==> src/rtl/ersi_consts.vh <==
// Constants for the speed sensor 2 input block
`ifndef ERSI_CONSTS_VH
`define ERSI_CONSTS_VH
`define ERSI_MODE_OFF       16'h0000
`define ERSI_MODE_QUAD      16'h0004
`define ERSI_MODE_QUAD_INV  16'h0068
`define ERSI_MODE_QREF      16'h03EC
`define ERSI_MODE_QREF_INV  16'h0450
`define ERSI_MODE_RES       16'h2710
`define ERSI_MODE_RES_INV   16'h2774
`define ERSI_SETUP_TUNE     16'h0226
`define ERSI_MARKS_MIN      14'h0001
`define ERSI_MARKS_MAX      14'h2000
`define ERSI_MARKS_RST      14'h0400
`define ERSI_POLE_MIN       3'h1
`define ERSI_POLE_MAX       3'h7
`define ERSI_POLE_RST       3'h1
`define ERSI_OFS_MAX        16'h0E10
`define ERSI_OFS_RST        16'h0000
`define ERSI_FAULT_DIR      16'h1420
`define ERSI_GATE_US        2000
`define ERSI_CLK_MHZ        100
`define ERSI_GATE_CYC       (`ERSI_GATE_US * `ERSI_CLK_MHZ)
`define ERSI_TUNE_CYC       (`ERSI_GATE_CYC * 4)
`define ERSI_ST_IDLE        6'h01
`define ERSI_ST_STO         6'h02
`define ERSI_ST_RUN         6'h04
`define ERSI_ST_DONE        6'h08
`define ERSI_ST_FAULT       6'h10
`define ERSI_ST_RESET       6'h20
`endif

==> src/rtl/ersi_speed_input.v <==
// Speed sensor input 2: quadrature encoder or resolver evaluation with offset tuning
// How it works
// - Mode zero: no measurement, no speed reported
// - Mode 4: quadrature decode, direction, four edges
// - Mode 104: like mode 4, speed negated
// - Mode 1004: quadrature plus reference pulse monitoring
// - Mode 1104: like 1004, speed negated
// - Mode 10000: resolver angle and speed from sin/cos
// - Mode 10100: resolver evaluation, speed negated
// - Always four edges per mark, fixed
// - Marks per revolution 1..8192, default 1024
// - Electrical angle wraps once per pole pair
// - Pole pairs 1..7, default 1, scale angle
// - Signed offset -360..360 deg, default zero
// - Setup value 550 starts offset tuning, in the resolver modes only
// - Report tuning status; partner gives torque release
// - Valid offset stored in the same cycle as the device reset pulse
// - Direction mismatch aborts with fault 5152 (1420 hex)
`timescale 1ns/1ps
`include "ersi_consts.vh"
module ersi_speed_input #(
	parameter integer GATE_CYC = `ERSI_GATE_CYC,
	parameter integer TUNE_CYC = `ERSI_TUNE_CYC
) (
	input  wire        sys_clk_i,
	input  wire        rst_i,
	input  wire        clk_en_i,
	input  wire [15:0] op_mode_i,
	input  wire [13:0] marks_per_revolution_i,
	input  wire [2:0]  resolver_pole_pair_count_i,
	input  wire [15:0] resolver_angle_offset_i,
	input  wire        offset_write_i,
	input  wire [15:0] setup_select_i,
	input  wire        setup_write_i,
	input  wire        track_a_i,
	input  wire        track_b_i,
	input  wire        track_ref_i,
	input  wire        res_sin_ge0_i,
	input  wire        res_cos_ge0_i,
	input  wire [15:0] res_elec_angle_i,
	input  wire        safe_torque_off_release_i,
	input  wire        motor_dir_neg_i,
	output reg  [31:0] speed_o,
	output reg         speed_valid_o,
	output reg  [31:0] position_o,
	output reg  [15:0] mech_angle_o,
	output reg  [15:0] offset_o,
	output reg  [5:0]  setup_status_o,
	output reg  [15:0] fault_code_o,
	output reg         ref_error_o,
	output reg         device_reset_o
);

	localparam [5:0] ST_IDLE  = `ERSI_ST_IDLE;
	localparam [5:0] ST_STO   = `ERSI_ST_STO;
	localparam [5:0] ST_RUN   = `ERSI_ST_RUN;
	localparam [5:0] ST_DONE  = `ERSI_ST_DONE;
	localparam [5:0] ST_FAULT = `ERSI_ST_FAULT;
	localparam [5:0] ST_RESET = `ERSI_ST_RESET;

	// Mode decode used by both the speed path and the sign stage
	function [2:0] mode_dec;
		input [15:0] m;
		begin
			case (m)
				`ERSI_MODE_QUAD:     mode_dec = 3'h1;
				`ERSI_MODE_QUAD_INV: mode_dec = 3'h1 | 3'h4;
				`ERSI_MODE_QREF:     mode_dec = 3'h1;
				`ERSI_MODE_QREF_INV: mode_dec = 3'h1 | 3'h4;
				`ERSI_MODE_RES:      mode_dec = 3'h2;
				`ERSI_MODE_RES_INV:  mode_dec = 3'h2 | 3'h4;
				default:             mode_dec = 3'h0;
			endcase
		end
	endfunction

	wire [2:0] md      = mode_dec(op_mode_i);
	wire       enc_on  = md[0];
	wire       res_on  = md[1];
	wire       inv     = md[2];
	// Reference monitoring runs only in the two modes that ask for it
	wire       ref_on  = (op_mode_i == `ERSI_MODE_QREF) || (op_mode_i == `ERSI_MODE_QREF_INV);

	// Clock enable low freezes every register; pins are not sampled then
	// Two-stage synchronisers; stage one feeds stage two only
	// The reference pulse is synchronised with the tracks so its count lines up
	reg [5:0] sy1_q;
	reg [5:0] sy2_q;
	reg [5:0] prev_q;
	always @(posedge sys_clk_i or posedge rst_i)
	begin
		if (rst_i)
		begin
			sy1_q  <= 6'h00;
			sy2_q  <= 6'h00;
			prev_q <= 6'h00;
		end
		else if (clk_en_i)
		begin
			sy1_q  <= {track_ref_i,
				safe_torque_off_release_i,
				res_cos_ge0_i,
				res_sin_ge0_i,
				track_b_i,
				track_a_i};
			sy2_q  <= sy1_q;
			prev_q <= sy2_q;
		end
	end

	wire a_s = sy2_q[0];
	wire b_s = sy2_q[1];
	wire r_s = sy2_q[5];
	wire sto_s = sy2_q[4];

	// Quadrature step: +1, -1 or 0; both tracks toggling is dropped as a glitch
	// A skipped quadrant on both tracks is lost rather than guessed
	wire       a_chg = a_s ^ prev_q[0];
	wire       b_chg = b_s ^ prev_q[1];
	wire       qstep = enc_on && (a_chg ^ b_chg);
	wire       qup   = a_chg ? (a_s ^ b_s) : ~(a_s ^ b_s);

	// Resolver quadrant step from sin/cos sign bits, same Gray sequence
	wire       s_chg = sy2_q[2] ^ prev_q[2];
	wire       c_chg = sy2_q[3] ^ prev_q[3];
	wire       rstep = res_on && (s_chg ^ c_chg);
	wire       rup   = c_chg ? (sy2_q[3] ^ sy2_q[2]) : ~(sy2_q[3] ^ sy2_q[2]);

	wire       step = qstep | rstep;
	wire       up   = qstep ? qup : rup;

	// Clamp of settings into their legal ranges
	// Out of range marks and pole counts are clamped; out of range offset writes are refused
	wire [13:0] marks = (marks_per_revolution_i < `ERSI_MARKS_MIN) ? `ERSI_MARKS_MIN :
		(marks_per_revolution_i > `ERSI_MARKS_MAX) ? `ERSI_MARKS_MAX :
		marks_per_revolution_i;
	wire [2:0]  poles = (resolver_pole_pair_count_i < `ERSI_POLE_MIN) ? `ERSI_POLE_MIN :
		resolver_pole_pair_count_i;
	wire [15:0] edges_rev = {marks, 2'b00};

	reg  [15:0] pos_in_rev_q;
	reg  [15:0] turns_q;
	reg  [31:0] gate_q;
	reg  signed [31:0] acc_q;
	reg  [15:0] ref_pos_q;
	reg         ref_seen_q;
	reg         r_prev_q;
	wire        r_rise = r_s & ~r_prev_q;

	// Resolver steps never wrap the in-turn count; only the encoder has a marked turn
	// Position count and gated speed measurement in edges per gate window
	always @(posedge sys_clk_i or posedge rst_i)
	begin
		if (rst_i)
		begin
			pos_in_rev_q  <= 16'h0000;
			turns_q       <= 16'h0000;
			gate_q        <= 32'h0000_0000;
			acc_q         <= 32'sh0000_0000;
			speed_o       <= 32'h0000_0000;
			speed_valid_o <= 1'b0;
			position_o    <= 32'h0000_0000;
			ref_pos_q     <= 16'h0000;
			ref_seen_q    <= 1'b0;
			r_prev_q      <= 1'b0;
			ref_error_o   <= 1'b0;
		end
		else if (clk_en_i)
		begin
			r_prev_q <= r_s;
			if (!enc_on && !res_on)
			begin
				gate_q        <= 32'h0000_0000;
				acc_q         <= 32'sh0000_0000;
				speed_o       <= 32'h0000_0000;
				speed_valid_o <= 1'b0;
				ref_seen_q    <= 1'b0;
			end
			else
			begin
				if (step)
				begin
					if (up)
					begin
						acc_q <= acc_q + 32'sh0000_0001;
						if (qstep && pos_in_rev_q == edges_rev - 16'h0001)
						begin
							pos_in_rev_q <= 16'h0000;
							turns_q      <= turns_q + 16'h0001;
						end
						else
							pos_in_rev_q <= pos_in_rev_q + 16'h0001;
					end
					else
					begin
						acc_q <= acc_q - 32'sh0000_0001;
						if (qstep && pos_in_rev_q == 16'h0000)
						begin
							pos_in_rev_q <= edges_rev - 16'h0001;
							turns_q      <= turns_q - 16'h0001;
						end
						else
							pos_in_rev_q <= pos_in_rev_q - 16'h0001;
					end
				end
				// Reference pulse must land on the same count every turn
				// The first pulse only records where the turn starts
				if (ref_on && r_rise)
				begin
					ref_seen_q <= 1'b1;
					ref_pos_q  <= pos_in_rev_q;
					if (ref_seen_q && pos_in_rev_q != ref_pos_q)
						ref_error_o <= 1'b1;
				end
				// Speed is edges per gate; the window matches the slowest useful edge rate
				if (gate_q >= GATE_CYC - 1)
				begin
					gate_q        <= 32'h0000_0000;
					acc_q         <= 32'sh0000_0000;
					speed_o       <= inv ? -acc_q : acc_q;
					speed_valid_o <= 1'b1;
				end
				else
					gate_q <= gate_q + 32'h0000_0001;
			end
			position_o <= {turns_q, pos_in_rev_q};
			if (!ref_on)
				ref_error_o <= 1'b0;
		end
	end

	// Mechanical angle: electrical angle plus offset, divided by pole pairs
	// The offset is applied before the pole divide, in electrical degrees
	wire signed [17:0] ang_sum = $signed({2'b00, res_elec_angle_i}) + $signed({{2{offset_o[15]}},
		offset_o});
	wire [15:0] ang_wrap = ang_sum[15:0];
	wire [15:0] pp_turn;
	assign pp_turn = turns_q % {13'h0000, poles};
	// The divide is combinational; it stays cheap only because the pole count is 3 bits
	wire [18:0] mech_raw = {pp_turn[2:0], ang_wrap};
	wire [18:0] mech_div = mech_raw / {16'h0000, poles};

	always @(posedge sys_clk_i or posedge rst_i)
	begin
		if (rst_i)
			mech_angle_o <= 16'h0000;
		else if (clk_en_i)
			mech_angle_o <= res_on ? mech_div[15:0] : 16'h0000;
	end

	// Offset tuning sequencer
	reg [5:0]  st_q;
	reg [31:0] tcnt_q;
	reg [15:0] tune_ofs_q;
	reg signed [15:0] dir_acc_q;
	wire ofs_ok = ($signed(resolver_angle_offset_i) <= $signed(`ERSI_OFS_MAX)) &&
		($signed(resolver_angle_offset_i) >= -$signed(`ERSI_OFS_MAX));

	always @(posedge sys_clk_i or posedge rst_i)
	begin
		if (rst_i)
		begin
			st_q           <= ST_IDLE;
			tcnt_q         <= 32'h0000_0000;
			tune_ofs_q     <= 16'h0000;
			dir_acc_q      <= 16'sh0000;
			offset_o       <= `ERSI_OFS_RST;
			fault_code_o   <= 16'h0000;
			device_reset_o <= 1'b0;
		end
		else if (clk_en_i)
		begin
			device_reset_o <= 1'b0;
			// Offset writes are dropped while tuning so the tuned value is not overwritten
			if (offset_write_i && ofs_ok && st_q == ST_IDLE)
				offset_o <= resolver_angle_offset_i;
			case (st_q)
				ST_IDLE:
					if (setup_write_i && setup_select_i == `ERSI_SETUP_TUNE && res_on)
					begin
						st_q         <= ST_STO;
						fault_code_o <= 16'h0000;
					end
				ST_STO:
					if (sto_s)
					begin
						st_q      <= ST_RUN;
						tcnt_q    <= 32'h0000_0000;
						dir_acc_q <= 16'sh0000;
					end
				ST_RUN:
				begin
					// Tuning counts resolver quadrant steps only; the sign follows the mode
					if (rstep)
						dir_acc_q <= (rup ^ inv) ? dir_acc_q + 16'sh0001 : dir_acc_q - 16'sh0001;
					// Capture the negated electrical angle at which the rotor settled
					tune_ofs_q <= 16'h0000 - res_elec_angle_i;
					if (!sto_s)
						st_q <= ST_STO;
					else if (tcnt_q >= TUNE_CYC - 1)
					begin
						if ((dir_acc_q < 0) != motor_dir_neg_i && dir_acc_q != 0)
						begin
							st_q         <= ST_FAULT;
							fault_code_o <= `ERSI_FAULT_DIR;
						end
						else
							st_q <= ST_DONE;
					end
					else
						tcnt_q <= tcnt_q + 32'h0000_0001;
				end
				ST_DONE:
				begin
					offset_o <= tune_ofs_q;
					st_q     <= ST_RESET;
					// Reset pulse rises with the reset state so both are seen together
					device_reset_o <= 1'b1;
				end
				ST_RESET:
				begin
					st_q           <= ST_IDLE;
				end
				// A fault holds until software writes the setup selection again
				ST_FAULT:
					if (setup_write_i)
						st_q <= ST_IDLE;
				default:
					st_q <= ST_IDLE;
			endcase
		end
	end

	// Status is the state code itself, so software sees each step as it happens
	always @*
	begin
		setup_status_o = st_q;
	end

endmodule // ersi_speed_input

==> config.mk <==
export PLATFORM = sky130hd
export DESIGN_NAME = ersi_speed_input
export DESIGN_NICKNAME = d
export VERILOG_FILES = /design/src/rtl/ersi_speed_input.v
export VERILOG_INCLUDE_DIRS = /design/src /design/src/rtl
export SDC_FILE = /design/constraint.sdc
export NUM_CORES = 1
export LEC_CHECK = 0
export BUFFER_PORTS_ARGS = -buffer_cell sky130_fd_sc_hd__clkbuf_2
export CAP_MARGIN = 20
export CORE_MARGIN = 2
export CORE_UTILIZATION = 55
export CTS_CLUSTER_SIZE = 30
export DETAILED_ROUTE_END_ITERATION = 10
export GPL_TIMING_DRIVEN = 0
export HOLD_SLACK_MARGIN = 0.05
export PLACE_DENSITY_LB_ADDON = 0.2
export SYNTH_ARGS = -nofsm -noshare
export SYNTH_HDL_FRONTEND = slang
export SYNTH_SLANG_ARGS = --single-unit
==> constraint.sdc <==
create_clock -name sys_clk_i -period 164.5 [get_ports sys_clk_i]
set_input_delay 16.45 -clock sys_clk_i [delete_from_list [all_inputs] [get_ports sys_clk_i]]
set_output_delay 16.45 -clock sys_clk_i [all_outputs]
set_load 0.05 [all_outputs]
==> metrics.yaml <==
reg2reg_slack_ns: 98.82
synthTopCellsByCount: "nor2_1 (325), nand2_1 (313), dfrtp_1 (299)"
dr.pass1.iters: 8
crit_buf_inv: 14
hold_viol: 0
max_slew_margin_pct: 33.2
syn_avg_cell_area_sq_um: 8.30
startpoint_type: "primary input"
yosys_warnings: 0
path_common_cell: "ha_1"
tightest_slew_ns: 1.00
first_iter_violations: 1797
final_layout_size_suffix_gt1_share_pct: 15.2
cp_max_fo: 33
num_rows: 83
routed_wl_mm: 79.4
cts_buffers: 39
dp_hpwl_mm: 60.6
cts_setup_buffers: 0
antenna_found_initial: 2
syn_area_sq_mm: 0.0286
cts_root_buffer: "clkbuf_16"
synth_area_leaders: "dfrtp_1 (26%), ha_1 (8.0%), xnor2_1 (5.6%), o21ai_0 (4.9%), nor2_1 (4.3%)"
cp-end-kind: "flip-flop"
cts_tree: "done"
synth.most_common_cell: "nor2_1"
max-clock-path-buffers: 3
place_congestion: 0.941
grt_max_degree: 128
syn_inst: 3448
portBuffers: 200
status: "completed"
worstPathArrival_ns: 83.25
hp-class: "flip-flop to flip-flop"
cp_slowest_cell: "inv_2"
synth-seq-area-share_pct: 26.2
grt_pass1_wl_mm: 130
die_h_microns: 232
initial_core_util_pct: 55.7
drv_slew: 0
synth_top_flop_cell: "dfrtp_1"
cpLargestDelayFamily: "simple AND/OR/NAND/NOR gates"
cts-resized-gates: 0
max_freq_mhz: 12.1
htreeDepth: 2
synth_top_area_share_pct: 26.1
synth-seq-cells: 300
antennaDiodeCount: 0
synth_largest_area_cell: "dfrtp_1"
min_period_ns: 82.80
clk_pin_slew_ns: 0.05
core_area_sq_mm: 0.0514
grt_usage_pct: 29.2
drc: 0
yosysUniqueCellTypes: 161
setup_viol: 0
criticalPathCategory: "primary input to flip-flop"
postCtsHoldBufs: 0
ant_nets: 0
timing.final.crit_share_pct: 50.3
wl_per_cell_microns: 18.0
clock_skew_ns: 0.0170
synthArstFlopShare_pct: 100
dieArea_sq_mm: 0.0539
grt_pass1_vias: 25600
via_count: 27000
grt_setup_unrepaired: "false"
maxCapViolCount: 0
io_pins: 214
grt-ovfl-total: 0
clock-sinks: 300
via_per_inst: 6.12
critical-path-max-stage-delay_ns: 0.73
required_ns: 164.95
fin_nets: 3992
clk_latency_ns: 0.58
synth_edf_count: 0
dieWidth_microns: 232
area_growth_pct: 11.8
tns_ns: 0
[flip-flops by register name, summed over array words and instances (netlist names)]
name / cells
gate_q: 32
dir_acc_q: 16
tune_ofs_q: 16
turns_q: 16
tcnt_q: 32
ref_error_o: 1
position_o: 32
speed_o: 32
acc_q: 32
sy2_q: 6
offset_o: 16
pos_in_rev_q: 16
r_prev_q: 1
ref_pos_q: 16
fault_code_o: 1
sy1_q: 6
ref_seen_q: 1
speed_valid_o: 1
mech_angle_o: 16
setup_status_o: 6
prev_q: 4
device_reset_o: 1
[routing by layer]
| layer | vias to the layer above | global-route usage, % | wire (microns) |
|---|---|---|---|
| li1 | 13200 | - | - |
| met1 | 12900 | 40.3 | 36800 |
| met2 | 753 | 46.9 | 35800 |
| met3 | 161 | 3.82 | 4300 |
| met4 | 0 | 9.80 | 2570 |
| met5 | - | 0 | 0 |
[worst paths after layout]
path / from / to / cells after the start
min reg2reg: tune_ofs_q[13] / tune_ofs_q[13] / 2
max reg2reg: turns_q[15] / mech_angle_o[0] / 274
max in group asynchronous: rst_i / offset_o[8] / 4
min in group asynchronous: rst_i / speed_o[15] / 2
max: resolver_pole_pair_count_i[2] / mech_angle_o[0] / 278
min: tune_ofs_q[13] / tune_ofs_q[13] / 2
[layout make-up]
class	instances	area, sq um
inverter	122	465
fill	4614	19400
sequential	300	7510
tap	680	851
multi-input combinational	2908	20100
timing repair buffer	210	1140
clock buffer	55	1140
clock inverter	13	175
buffer	130	644
[through the flow]
stage / utilization, % / hold slack (ns) / area (sq um) / instances / setup WS, ns
2_1_floorplan: - / 0.449 / 28700 / 3460 / 92.72
3_3_place_gp: 59.4 / 0.462 / 30500 / 4340 / 81.93
3_5_place_dp: 59.7 / 0.470 / 30700 / 4348 / 81.98
4_1_cts: 62.2 / 0.482 / 32000 / 4416 / 82.34
5_1_grt: 62.2 / 0.506 / 32000 / 4418 / 75.92
6_report: 62.2 / 0.479 / 32000 / 4418 / 81.70
[worst reg2reg max path: cells and delay by family, from the launching register on]
| kind | cells | cell delay [ns] |
|---|---|---|
| flip-flops | 1 | 0.43 |
| AO/OA/AOI/OAI | 109 | 23.71 |
| buffers and inverters | 12 | 1.88 |
| adder cells (fa/ha/maj) | 35 | 10.52 |
| multiplexers | 10 | 3.76 |
| AND/OR/NAND/NOR | 108 | 25.18 |
[cell usage in the layout (no fill, tap or decap), drive strengths merged, types with 20 or more instances in the layout]
cell	n
nor3b	22
or4	20
xor2	84
nor3	115
mux2i	48
o2bb2ai	22
ha	183
clkbuf	346
o21bai	59
and2	32
nor4	60
or2	36
nor2	328
nand3	81
nand2b	31
a31oi	50
nand2	316
xnor2	184
buf	48
o21a	51
a21o	37
o31ai	22
mux2	93
a21oi	200
o21ai	303
a211oi	29
nor2b	34
inv	124
o211ai	29
dfrtp	299
or3	41
nand4	33
and3	56
[kinds of logic after synthesis]
group                    share of synthesized area, %
buffers and inverters                            3.85
multiplexers                                     5.44
XOR/XNOR                                         8.33
AND/OR/NAND/NOR                                  23.7
flip-flops                                       26.2
other                                          0.0131
AO/OA/AOI/OAI                                    24.0
adder cells (fa/ha/maj)                          8.45
Power is not shown: default switching activity piles up to over one toggle a cycle in this logic, so the estimate is an artifact.
